### src/tsc_pkg.sv
// Package for the tape streaming control block: commands, states, counts.
// Assumes a 50 MHz clock; all times are converted to cycles here.
package tsc_pkg;

  localparam int unsigned CLK_HZ = 50000000;

  // Command codes on wdata[3:0] of REG_CMD
  localparam logic [3:0] CMD_READ = 4'h1;
  localparam logic [3:0] CMD_WRITE = 4'h2;
  localparam logic [3:0] CMD_TMARK = 4'h3;
  localparam logic [3:0] CMD_FSB = 4'h4;
  localparam logic [3:0] CMD_BSB = 4'h5;
  localparam logic [3:0] CMD_LOW_SPEED = 4'h6;
  localparam logic [3:0] CMD_HIGH_SPEED = 4'h7;
  localparam logic [3:0] CMD_LONG_GAP_SET = 4'h8;
  localparam logic [3:0] CMD_LONG_GAP_RESET = 4'h9;
  localparam logic [3:0] CMD_SENSE = 4'hA;
  localparam logic [3:0] CMD_SENSE_ID = 4'hB;
  localparam logic [3:0] CMD_ERASE = 4'hC;

  // Register map
  localparam logic [3:0] REG_CTRL = 4'h0;
  localparam logic [3:0] REG_STATUS = 4'h1;
  localparam logic [3:0] REG_CMD = 4'h2;
  localparam logic [3:0] REG_SENSE_IDX = 4'h3;
  localparam logic [3:0] REG_SENSE_DATA = 4'h4;
  localparam logic [3:0] REG_MODEL = 4'h5;
  localparam logic [3:0] REG_CNT_SEL = 4'h6;
  localparam logic [3:0] REG_CNT_DATA = 4'h7;
  localparam logic [3:0] REG_BLOCK = 4'h8;

  // Control/status bit positions
  localparam int CTRL_DONE_BIT = 0;
  localparam int CTRL_CHAIN_BIT = 1;
  localparam int CTRL_DCHAIN_BIT = 2;
  localparam int ST_STREAM_BIT = 0;
  localparam int ST_LONG_GAP_BIT = 1;
  localparam int ST_MOVING_BIT = 2;
  localparam int ST_OVERRUN_BIT = 3;
  localparam int ST_UCHECK_BIT = 4;
  localparam int ST_OFLOW_BIT = 5;
  localparam int ST_BUSY_BIT = 6;
  localparam int ST_TERM_BIT = 7;
  localparam int ST_FWD_BIT = 8;
  localparam int ST_HISPEED_BIT = 9;

  // Reset values
  localparam logic RST_LONG_GAP = 1'b0;
  localparam logic RST_STREAM = 1'b0;

  // Times in microseconds
  localparam int unsigned T_WIN_WR_SHORT_US = 2700;
  localparam int unsigned T_WIN_WR_LONG_US = 8700;
  localparam int unsigned T_WIN_RD_SHORT_US = 4200;
  localparam int unsigned T_WIN_RD_LONG_US = 8700;
  localparam int unsigned T_POSITION_US = 870000;
  localparam int unsigned T_FIRST_BYTE_US = 295000;

  // Derived cycle counts (windows are longest times, round down)
  localparam int unsigned CYC_WIN_WR_SHORT = T_WIN_WR_SHORT_US * (CLK_HZ / 1000000);
  localparam int unsigned CYC_WIN_WR_LONG = T_WIN_WR_LONG_US * (CLK_HZ / 1000000);
  localparam int unsigned CYC_WIN_RD_SHORT = T_WIN_RD_SHORT_US * (CLK_HZ / 1000000);
  localparam int unsigned CYC_WIN_RD_LONG = T_WIN_RD_LONG_US * (CLK_HZ / 1000000);
  localparam int unsigned CYC_POSITION = T_POSITION_US * (CLK_HZ / 1000000);
  localparam int unsigned CYC_FIRST_BYTE = T_FIRST_BYTE_US * (CLK_HZ / 1000000);

  // Sense layout
  localparam int SENSE_BYTES = 32;
  localparam int SENSE_STD_BYTES = 24;
  localparam int NUM_COUNTERS = 8;
  localparam int CNT_FETCH = 0;
  localparam int CNT_STORE = 1;
  localparam int CNT_ERR_MULTI = 2;
  localparam int CNT_ERR_SKEW = 3;
  localparam int CNT_ERR_DATA = 4;
  localparam int CNT_OVERRUN = 5;
  localparam int CNT_RETRY_RD = 6;
  localparam int CNT_RETRY_WR = 7;
  localparam logic [15:0] CNT_FULL = 16'hFFFF;

  // Retry limits
  localparam logic [5:0] RETRY_RD_SS = 6'h05;
  localparam logic [5:0] RETRY_RD_STREAM = 6'h28;
  localparam logic [5:0] RETRY_WR = 6'h0F;

  typedef enum logic [2:0] {
    TSC_IDLE = 3'b000,
    TSC_XFER = 3'b001,
    TSC_GAP = 3'b010,
    TSC_POSITION = 3'b011,
    TSC_ACCESS = 3'b100
  } tsc_state_t;

endpackage

### src/tsc_streaming_control.sv
// Tape streaming control: command sequencing, gap window, repositioning, sense.
// Assumes software drives the plain register port; the transport reports
// block completion and errors as asynchronous pins, synchronised here.
//
// Our own choices: the address map and the strobed register port.
`timescale 1ns/1ps
module tsc_streaming_control
  import tsc_pkg::*;
#(
  parameter int unsigned POSITION_CYC = CYC_POSITION,
  parameter int unsigned FIRST_BYTE_CYC = CYC_FIRST_BYTE,
  parameter logic [15:0] HOST_MODEL = 16'h1234 // Arbitrary value
) (
  input wire logic clk,
  input wire logic rst,
  input wire logic [3:0] addr,
  input wire logic [15:0] wdata,
  input wire logic wr_stb,
  input wire logic rd_stb,
  output logic [15:0] rdata,
  input wire logic blk_done_pin,
  input wire logic err_pin,
  input wire logic [1:0] err_kind_pin,
  output logic tape_run,
  output logic tape_fwd,
  output logic tape_high_speed,
  output logic long_gap_out,
  output logic first_byte
);

  // ****************************************************
  // Input synchronisers
  // ****************************************************
  logic [1:0] done_s_r;
  logic [1:0] err_s_r;
  logic [1:0] kind0_s_r;
  logic [1:0] kind1_s_r;
  logic done_q_r;
  logic blk_done;
  logic err_ev;

  always_ff @(posedge clk) begin
    if (rst) begin
      done_s_r <= 2'h0;
      err_s_r <= 2'h0;
      kind0_s_r <= 2'h0;
      kind1_s_r <= 2'h0;
      done_q_r <= 1'b0;
    end else begin
      done_s_r <= {done_s_r[0], blk_done_pin};
      err_s_r <= {err_s_r[0], err_pin};
      kind0_s_r <= {kind0_s_r[0], err_kind_pin[0]};
      kind1_s_r <= {kind1_s_r[0], err_kind_pin[1]};
      done_q_r <= done_s_r[1];
    end
  end

  assign blk_done = done_s_r[1] & ~done_q_r;
  assign err_ev = blk_done & err_s_r[1];

  function automatic logic is_stream_cmd(input logic [3:0] c);
    return (c == CMD_READ) || (c == CMD_WRITE) || (c == CMD_TMARK) ||
           (c == CMD_FSB) || (c == CMD_BSB);
  endfunction

  function automatic logic cmd_fwd(input logic [3:0] c);
    return c != CMD_BSB;
  endfunction

  // ****************************************************
  // Register port and command capture
  // ****************************************************
  tsc_state_t state_r;
  logic stream_r;
  logic long_gap_r;
  logic fwd_r;
  logic overrun_r;
  logic ucheck_r;
  logic oflow_r;
  logic term_r;
  logic pend_r;
  logic [3:0] pend_cmd_r;
  logic [3:0] last_cmd_r;
  logic [4:0] sense_idx_r;
  logic [2:0] cnt_sel_r;
  logic [15:0] cnt_r [NUM_COUNTERS];
  logic [15:0] block_r;
  logic [5:0] retry_r;
  logic [31:0] timer_r;
  logic cmd_wr;
  logic cmd_ok;
  logic sense_rd;
  logic [7:0] sense_byte;
  logic [15:0] rdata_nxt;

  assign cmd_wr = wr_stb && (addr == REG_CMD);
  // Data chaining is only legal on the two sense commands
  assign cmd_ok = cmd_wr && !(wdata[CTRL_DCHAIN_BIT + 4] &&
                  wdata[3:0] != CMD_SENSE && wdata[3:0] != CMD_SENSE_ID);
  assign sense_rd = rd_stb && (addr == REG_SENSE_DATA) && (sense_idx_r == 5'(SENSE_BYTES - 1));

  // Sense bytes: 0..23 standard layout, 24..31 drive specific
  always_comb begin
    sense_byte = 8'h00;
    if (sense_idx_r < 5'(SENSE_STD_BYTES)) begin
      unique case (sense_idx_r[1:0])
        2'h0: sense_byte = {ucheck_r, overrun_r, 6'h00};
        2'h1: sense_byte = {fwd_r, stream_r, long_gap_r, 5'h00};
        2'h2: sense_byte = cnt_r[sense_idx_r[4:2] & 3'h7][7:0];
        2'h3: sense_byte = cnt_r[sense_idx_r[4:2] & 3'h7][15:8];
      endcase
    end else begin
      unique case (sense_idx_r[2:0])
        3'h0: sense_byte = HOST_MODEL[15:8];
        3'h1: sense_byte = HOST_MODEL[7:0];
        3'h2: sense_byte = {oflow_r, 3'h0, last_cmd_r};
        3'h3: sense_byte = {2'h0, retry_r};
        3'h4: sense_byte = block_r[15:8];
        3'h5: sense_byte = block_r[7:0];
        default: sense_byte = 8'h00;
      endcase
    end
  end

  always_comb begin
    rdata_nxt = 16'h0000;
    unique case (addr)
      REG_STATUS: begin
        rdata_nxt[ST_STREAM_BIT] = stream_r;
        rdata_nxt[ST_LONG_GAP_BIT] = long_gap_r;
        rdata_nxt[ST_MOVING_BIT] = state_r != TSC_IDLE;
        rdata_nxt[ST_OVERRUN_BIT] = overrun_r;
        rdata_nxt[ST_UCHECK_BIT] = ucheck_r;
        rdata_nxt[ST_OFLOW_BIT] = oflow_r;
        rdata_nxt[ST_BUSY_BIT] = pend_r;
        rdata_nxt[ST_TERM_BIT] = term_r;
        rdata_nxt[ST_FWD_BIT] = fwd_r;
        rdata_nxt[ST_HISPEED_BIT] = tape_high_speed;
      end
      REG_CMD: rdata_nxt = {12'h000, last_cmd_r};
      REG_SENSE_IDX: rdata_nxt = {11'h000, sense_idx_r};
      REG_SENSE_DATA: rdata_nxt = {8'h00, sense_byte};
      REG_MODEL: rdata_nxt = HOST_MODEL;
      REG_CNT_SEL: rdata_nxt = {13'h0000, cnt_sel_r};
      REG_CNT_DATA: rdata_nxt = cnt_r[cnt_sel_r];
      REG_BLOCK: rdata_nxt = block_r;
      default: rdata_nxt = 16'h0000;
    endcase
  end

  always_ff @(posedge clk) begin
    if (rst) begin
      rdata <= 16'h0000;
    end else if (rd_stb) begin
      rdata <= rdata_nxt;
    end else begin
      rdata <= 16'h0000;
    end
  end

  always_ff @(posedge clk) begin
    if (rst) begin
      sense_idx_r <= 5'h00;
      cnt_sel_r <= 3'h0;
    end else begin
      if (wr_stb && addr == REG_SENSE_IDX) begin
        sense_idx_r <= wdata[4:0];
      end else if (rd_stb && addr == REG_SENSE_DATA) begin
        sense_idx_r <= sense_idx_r + 5'h01;
      end
      if (wr_stb && addr == REG_CNT_SEL) begin
        cnt_sel_r <= wdata[2:0];
      end
    end
  end

  // ****************************************************
  // Mode settings
  // ****************************************************
  always_ff @(posedge clk) begin
    if (rst) begin
      long_gap_r <= RST_LONG_GAP;
      stream_r <= RST_STREAM;
    end else if (cmd_ok && state_r == TSC_IDLE) begin
      unique case (wdata[3:0])
        CMD_LONG_GAP_SET: long_gap_r <= 1'b1;
        CMD_LONG_GAP_RESET: long_gap_r <= 1'b0;
        CMD_LOW_SPEED: stream_r <= 1'b0;
        CMD_HIGH_SPEED: stream_r <= 1'b1;
        default: stream_r <= stream_r;
      endcase
    end else if (cmd_ok && !is_stream_cmd(wdata[3:0]) && state_r == TSC_GAP) begin
      // Mode change while streaming takes effect; streaming is broken below
      unique case (wdata[3:0])
        CMD_LONG_GAP_SET: long_gap_r <= 1'b1;
        CMD_LONG_GAP_RESET: long_gap_r <= 1'b0;
        CMD_LOW_SPEED: stream_r <= 1'b0;
        CMD_HIGH_SPEED: stream_r <= 1'b1;
        default: stream_r <= stream_r;
      endcase
    end
  end

  // ****************************************************
  // Sequencer
  // ****************************************************
  logic [31:0] win_cyc;
  logic win_end;

  // Window depends on gap size and the kind of the last command
  assign win_cyc = (last_cmd_r == CMD_READ) ? (long_gap_r ? CYC_WIN_RD_LONG : CYC_WIN_RD_SHORT)
                                            : (long_gap_r ? CYC_WIN_WR_LONG : CYC_WIN_WR_SHORT);
  assign win_end = timer_r >= win_cyc - 32'h1;

  always_ff @(posedge clk) begin
    if (rst) begin
      state_r <= TSC_IDLE;
      fwd_r <= 1'b1;
      overrun_r <= 1'b0;
      term_r <= 1'b0;
      pend_r <= 1'b0;
      pend_cmd_r <= 4'h0;
      last_cmd_r <= 4'h0;
      timer_r <= 32'h0;
      first_byte <= 1'b0;
      retry_r <= 6'h00;
      block_r <= 16'h0000;
    end else begin
      first_byte <= 1'b0;
      if (cmd_wr && !cmd_ok) begin
        term_r <= 1'b1;
      end else if (cmd_ok) begin
        term_r <= 1'b0;
      end
      if (wr_stb && addr == REG_CTRL && wdata[CTRL_DONE_BIT]) begin
        overrun_r <= 1'b0;
      end
      unique case (state_r)
        TSC_IDLE: begin
          timer_r <= 32'h0;
          if (pend_r || (cmd_ok && is_stream_cmd(wdata[3:0]))) begin
            last_cmd_r <= pend_r ? pend_cmd_r : wdata[3:0];
            fwd_r <= cmd_fwd(pend_r ? pend_cmd_r : wdata[3:0]);
            pend_r <= 1'b0;
            state_r <= TSC_ACCESS;
          end else if (cmd_ok && wdata[3:0] == CMD_ERASE) begin
            last_cmd_r <= CMD_ERASE;
            fwd_r <= 1'b1;
            state_r <= TSC_XFER;
          end
        end
        TSC_ACCESS: begin
          // Reposition-to-data delay before the first byte moves
          if (timer_r >= FIRST_BYTE_CYC - 1) begin
            timer_r <= 32'h0;
            first_byte <= 1'b1;
            state_r <= TSC_XFER;
          end else begin
            timer_r <= timer_r + 32'h1;
          end
        end
        TSC_XFER: begin
          timer_r <= 32'h0;
          if (blk_done) begin
            block_r <= fwd_r ? block_r + 16'h0001 : block_r - 16'h0001;
            if (err_ev && retry_r < ((last_cmd_r == CMD_READ) ?
                (stream_r ? RETRY_RD_STREAM : RETRY_RD_SS) : RETRY_WR)) begin
              retry_r <= retry_r + 6'h01;
              state_r <= TSC_ACCESS;
            end else if (stream_r && last_cmd_r != CMD_ERASE) begin
              retry_r <= 6'h00;
              state_r <= TSC_GAP;
            end else begin
              retry_r <= 6'h00;
              state_r <= TSC_IDLE;
            end
          end
        end
        TSC_GAP: begin
          timer_r <= timer_r + 32'h1;
          if (cmd_ok && is_stream_cmd(wdata[3:0]) && cmd_fwd(wdata[3:0]) == fwd_r && !win_end) begin
            last_cmd_r <= wdata[3:0];
            timer_r <= 32'h0;
            first_byte <= 1'b1;
            state_r <= TSC_XFER;
          end else if (win_end || (cmd_ok && !is_stream_cmd(wdata[3:0])) ||
                       (cmd_ok && cmd_fwd(wdata[3:0]) != fwd_r)) begin
            if (win_end) overrun_r <= 1'b1;
            if (cmd_ok && is_stream_cmd(wdata[3:0])) begin
              pend_r <= 1'b1;
              pend_cmd_r <= wdata[3:0];
            end
            timer_r <= 32'h0;
            state_r <= TSC_POSITION;
          end
        end
        TSC_POSITION: begin
          if (cmd_ok && is_stream_cmd(wdata[3:0])) begin
            pend_r <= 1'b1;
            pend_cmd_r <= wdata[3:0];
          end
          if (timer_r >= POSITION_CYC - 1) begin
            timer_r <= 32'h0;
            state_r <= TSC_IDLE;
          end else begin
            timer_r <= timer_r + 32'h1;
          end
        end
        default: state_r <= TSC_IDLE;
      endcase
    end
  end

  // ****************************************************
  // Transport outputs
  // ****************************************************
  always_ff @(posedge clk) begin
    if (rst) begin
      tape_run <= 1'b0;
      tape_fwd <= 1'b1;
      tape_high_speed <= 1'b0;
      long_gap_out <= 1'b0;
    end else begin
      tape_run <= state_r != TSC_IDLE;
      tape_fwd <= (state_r == TSC_POSITION) ? ~fwd_r : fwd_r;
      tape_high_speed <= stream_r || (state_r == TSC_XFER && last_cmd_r == CMD_ERASE);
      long_gap_out <= long_gap_r;
    end
  end

  // ****************************************************
  // Usage, error and retry counters
  // ****************************************************
  logic start_cmd;

  assign start_cmd = cmd_ok && is_stream_cmd(wdata[3:0]);

  always_ff @(posedge clk) begin
    if (rst) begin
      for (int i = 0; i < NUM_COUNTERS; i++) begin
        cnt_r[i] <= 16'h0000;
      end
      oflow_r <= 1'b0;
      ucheck_r <= 1'b0;
    end else begin
      if (sense_rd) begin
        for (int i = 0; i < NUM_COUNTERS; i++) begin
          cnt_r[i] <= 16'h0000;
        end
        oflow_r <= 1'b0;
        ucheck_r <= 1'b0;
      end else if (blk_done && state_r == TSC_XFER) begin
        // Usage and error counts skip retry passes; retry counts only then
        if (retry_r == 6'h00 && !err_ev) begin
          if (last_cmd_r == CMD_READ) cnt_r[CNT_FETCH] <= cnt_r[CNT_FETCH] + 16'h0001;
          if (last_cmd_r == CMD_WRITE) cnt_r[CNT_STORE] <= cnt_r[CNT_STORE] + 16'h0001;
        end
        if (err_ev && retry_r == 6'h00) begin
          unique case ({kind1_s_r[1], kind0_s_r[1]})
            2'h0: cnt_r[CNT_ERR_MULTI] <= cnt_r[CNT_ERR_MULTI] + 16'h0001;
            2'h1: cnt_r[CNT_ERR_SKEW] <= cnt_r[CNT_ERR_SKEW] + 16'h0001;
            2'h2: cnt_r[CNT_ERR_DATA] <= cnt_r[CNT_ERR_DATA] + 16'h0001;
            2'h3: cnt_r[CNT_OVERRUN] <= cnt_r[CNT_OVERRUN] + 16'h0001;
          endcase
        end
        if (retry_r != 6'h00) begin
          if (last_cmd_r == CMD_READ) cnt_r[CNT_RETRY_RD] <= cnt_r[CNT_RETRY_RD] + 16'h0001;
          else cnt_r[CNT_RETRY_WR] <= cnt_r[CNT_RETRY_WR] + 16'h0001;
        end
      end
      if (!sense_rd) begin
        for (int i = 0; i < NUM_COUNTERS; i++) begin
          if (cnt_r[i] == CNT_FULL - 16'h0001) oflow_r <= 1'b1;
        end
        if (oflow_r && start_cmd) ucheck_r <= 1'b1;
      end
    end
  end

endmodule

### config.mk
export PLATFORM = sky130hd
export DESIGN_NAME = tsc_streaming_control
export DESIGN_NICKNAME = d
export VERILOG_FILES = /design/src/tsc_pkg.sv /design/src/tsc_streaming_control.sv
export SDC_FILE = /design/constraint.sdc
export NUM_CORES = 1
export LEC_CHECK = 0
export BUFFER_PORTS_ARGS = -buffer_cell sky130_fd_sc_hd__buf_4
export CORE_MARGIN = 2
export CORE_UTILIZATION = 59
export DETAILED_ROUTE_END_ITERATION = 8
export MAX_ROUTING_LAYER = met4
export PLACE_DENSITY = 0.79
export RECOVER_POWER = 100
export SETUP_SLACK_MARGIN = 0.2
export SYNTH_ARGS = -nofsm -noshare
export SYNTH_HDL_FRONTEND = slang
export SYNTH_SLANG_ARGS = --single-unit
### constraint.sdc
create_clock -name clk -period 4 [get_ports clk]
set_input_delay 0.8 -clock clk [delete_from_list [all_inputs] [get_ports clk]]
set_output_delay 0.8 -clock clk [all_outputs]
set_load 0.005 [all_outputs]
==> run summary <==
outcome - complete, no violations
average wire length per cell after detail routing - 20.99 um
routed length on met2 - 19450 um
top cell types by occurrence after synthesis - sky130_fd_sc_hd__nor2_1 (240), sky130_fd_sc_hd__nand2_1 (152), sky130_fd_sc_hd__dfxtp_1 (133)
detailed-placement wirelength estimate - 30510 um
routed length on met1 - 17190 um
CTS tree - built
min Tclk post-route - 3.725 ns
slowest cell delay on critical path - 0.63 ns
number of DRC violations after detailed routing - 0
effective utilization at floorplan - 0.6043
Nets - 1735
leading register cell type out of synthesis - sky130_fd_sc_hd__dfxtp_1
setup slack on the worst flop-to-flop path - 0.28 ns
hold path startpoint - kind1_s_r[0]
number of hold-slack violations in the final timing report - 0
share of post-route cells with drive strength above 1 - 0.1100
drt total wl - 42020 um
Levels on crit path - 11
hold buffer count at CTS - 0
number of buffers added by the clock tree synthesis step - 27
post-route insts no fill - 2002
Critical Path Source Type - flip-flop
total global routing overflow - 0
count of buffer and inverter cells on the critical path - 0
reg-to-reg critical path startpoint - last_cmd_r[1]
Clock Path Buffers - 3
total count of max-transition violations in the final report - 0
Yosys Warn Count - 0
Cell Rows - 58
dominant cell type by area after synthesis - sky130_fd_sc_hd__edfxtp_1
Skew-Pair Late Insertion Delay - 0.55 ns
GRT Total Usage - 0.3199
Die Height - 165.1 um
detailed-route via count - 13110
Post-synth EDFFs - 112
final clock period utilization by the worst path - 0.9312
worst path required time - 4.47 ns
global-route wire length before repair - 66460 um
drt via density - 6.549
violation count after the first detailed-routing iteration - 1652
Port Buffers - 38
cell leakage power - 5.813 nW
Mean Syn Cell Area - 9.332 um2
number of global-route vias before repair - 12360
Setup Buffers After CTS - 0
most frequent cell after synthesis - sky130_fd_sc_hd__nor2_1
Maximum Capacitance Violations - 0
count of pins on the block boundary - 49
Crit Path Class - reg -> reg
maximum fanout encountered on the critical timing path - 10
worst reg2reg path depth - 11
total power divided by cell area - 337.3 mW/mm2
CTS sink cnt - 245
clock-pin slew reported for the worst setup and hold paths after clock tree synthesis - 0.06 ns
synthesized instance count - 1640
library cell contributing the largest single delay on the critical path - sky130_fd_sc_hd__or4b_4
sort of element at the end of the critical path - flip-flop
cell types occupying the most area after synthesis - sky130_fd_sc_hd__edfxtp_1 (22%), sky130_fd_sc_hd__dfxtp_1 (17%), sky130_fd_sc_hd__mux4_2 (9.4%)
diodes inserted - 0
Routability Congestion - 0.9767
core outline area - 0.02533 mm2
width of the die - 165.1 um
number of distinct standard cells referenced by the synthesized netlist - 75
syn nets - 1722
Post-DRT Antenna Nets - 0
number of antenna violations at the first check in global routing - 0
measured slew at the worst slew-check pin - 1.142 ns
Clock Tree Root - sky130_fd_sc_hd__clkbuf_16
area of the mapped netlist - 0.01530 mm2
count of placed standard cells including taps - 1954
source of the critical timing path - last_cmd_r[1]
top cell type's share of synthesized area - 0.2198
post-synthesis sequential area ratio - 0.3937
number of setup violations in the final report - 0
Total Negative Setup Slacks - 0 ns
path category of the worst min-delay check - reg -> reg
number of levels in the clock H-tree - 1
unrepaired setup endpoints after global routing - true
Crit path max-delay family - compound AO/OA/AOI/OAI gates
skew final - 0.01361 ns
count of state elements after synthesis - 245
IR Drop Worst-Case VDD - 391.2 uV
arrival time at the worst endpoint - 4.19 ns
met3 wire length - 3332 um
Relative slew margins - 0.2385
endpoint of the worst-slack reg-to-reg timing path - timer_r[0]
proportion of synthesized flip-flops having asynchronous set or reset - 0
maximum number of pins on one net before global-route repair - 54
chain of cells forming the critical path - or4b_4, nand2_1, ha_1, a21o_1, a21o_1, a211o_1, a31o_1, a2111o_1, and3_1, or3_1, a21oi_1
cell mode on critical path - sky130_fd_sc_hd__a21o_1
maximum operating frequency - 268.5 MHz
top layer used by detailed routing - met4
area growth from synthesis to layout - 9.876%
Die Outline Area - 0.02724 mm2
first drt pass iteration count - 6
crit path to - timer_r[0]
## placed cells by master, fill, tap and decap left out, types with 8 or more instances in the layout
cell and n:
sky130_fd_sc_hd__o21ai_0 65, sky130_fd_sc_hd__edfxtp_1 112, sky130_fd_sc_hd__a221oi_1 10, sky130_fd_sc_hd__nor2_1 240
sky130_fd_sc_hd__mux2i_1 31, sky130_fd_sc_hd__nand4_1 38, sky130_fd_sc_hd__ha_1 53, sky130_fd_sc_hd__nor4_1 10
sky130_fd_sc_hd__xnor2_1 42, sky130_fd_sc_hd__and2_1 16, sky130_fd_sc_hd__o31ai_1 11, sky130_fd_sc_hd__a31oi_1 11
sky130_fd_sc_hd__nor3_1 26, sky130_fd_sc_hd__or3_1 31, sky130_fd_sc_hd__a21o_1 12, sky130_fd_sc_hd__nand2_1 152
sky130_fd_sc_hd__a22oi_1 14, sky130_fd_sc_hd__and3_1 35, sky130_fd_sc_hd__mux4_2 64, sky130_fd_sc_hd__buf_4 33
sky130_fd_sc_hd__clkbuf_4 20, sky130_fd_sc_hd__a21oi_1 95, sky130_fd_sc_hd__clkbuf_1 11, sky130_fd_sc_hd__clkbuf_16 31
sky130_fd_sc_hd__a22o_1 14, sky130_fd_sc_hd__nor2b_1 26, sky130_fd_sc_hd__nand3_1 78, sky130_fd_sc_hd__a211oi_1 11
sky130_fd_sc_hd__mux2_2 8, sky130_fd_sc_hd__dfxtp_1 132, sky130_fd_sc_hd__xor2_1 74, sky130_fd_sc_hd__inv_1 41
## what timing repair did
item                                    4_1_cts  5_1_grt
pin swaps                                     0        0
endpoints found under the setup margin       15        2
gates resized for setup                       2        1
## state kept, by name, indices dropped and copies added (netlist names), 2 cells and up, named ones only
signal and count:
last_cmd_r 4, kind0_s_r 2, state_r 3, timer_r 32, sense_idx_r 5, rdata 16
cnt_sel_r 3, err_s_r 2, kind1_s_r 2, retry_r 6, block_r 16, pend_cmd_r 4
done_s_r 2, cnt_r 128
## power breakdown
part           switching, mW  internal [mW]  leakage (nW)
combinational          0.153          0.102          3.10
sequential            0.0903           2.67          2.23
clock                   1.04           1.63         0.483
## through the flow
stage	area, um2	total power [mW]	util	setup slack, ns	hold WS [ns]
floorplan	15300	2.951	-	0.3892	0.4138
global placement	15900	3.048	0.6277	0.1829	0.4375
detailed placement	15900	3.057	0.6277	0.1328	0.4353
CTS	16870	5.697	0.6661	0.3794	0.4537
global route	16820	5.821	0.6640	0.1114	0.4644
finish	16820	5.673	0.6640	0.2753	0.4534
## how the worst min path moves through the flow
stage                     slack [ns]            to  cells past startpoint
final                           0.45  kind1_s_r[1]                      1
after global routing            0.46  kind1_s_r[1]                      1
after floorplan                 0.41   done_s_r[1]                      1
after detailed placement        0.44  kind0_s_r[1]                      1
after global placement          0.44  kind0_s_r[1]                      1
after CTS                       0.45  kind0_s_r[0]                      2
## routing by layer
| metal | track usage | vias up |
|---|---|---|
| met5 | - | - |
| met4 | 0.1356 | 0 |
| met3 | 0.04371 | 138 |
| met2 | 0.4989 | 647 |
| met1 | 0.4225 | 6258 |
| li1 | - | 6068 |
## logic make-up (layout without fill, tap and decap cells)
kind of cell | Yosys count | after routing | share of synthesized area
AO/OA/AOI/OAI | 304 | 304 | 0.1291
XOR/XNOR | 116 | 116 | 0.06638
adder cells (fa/ha/maj) | 54 | 54 | 0.04464
buffers and inverters | 123 | 155 | 0.03033
flip-flops | 245 | 245 | 0.3937
multiplexers | 103 | 103 | 0.1203
AND/OR/NAND/NOR | 695 | 695 | 0.2155
## area by class of cell
class | count | area, um2
clock buffer | 38 | 862.1
fill | 2034 | 8511
tap | 330 | 412.9
inverter | 43 | 161.4
multi-input combinational | 1272 | 8806
clock inverter | 10 | 106.4
timing repair buffer | 64 | 440.4
sequential | 245 | 6027
(Power assumes the default switching activity.)
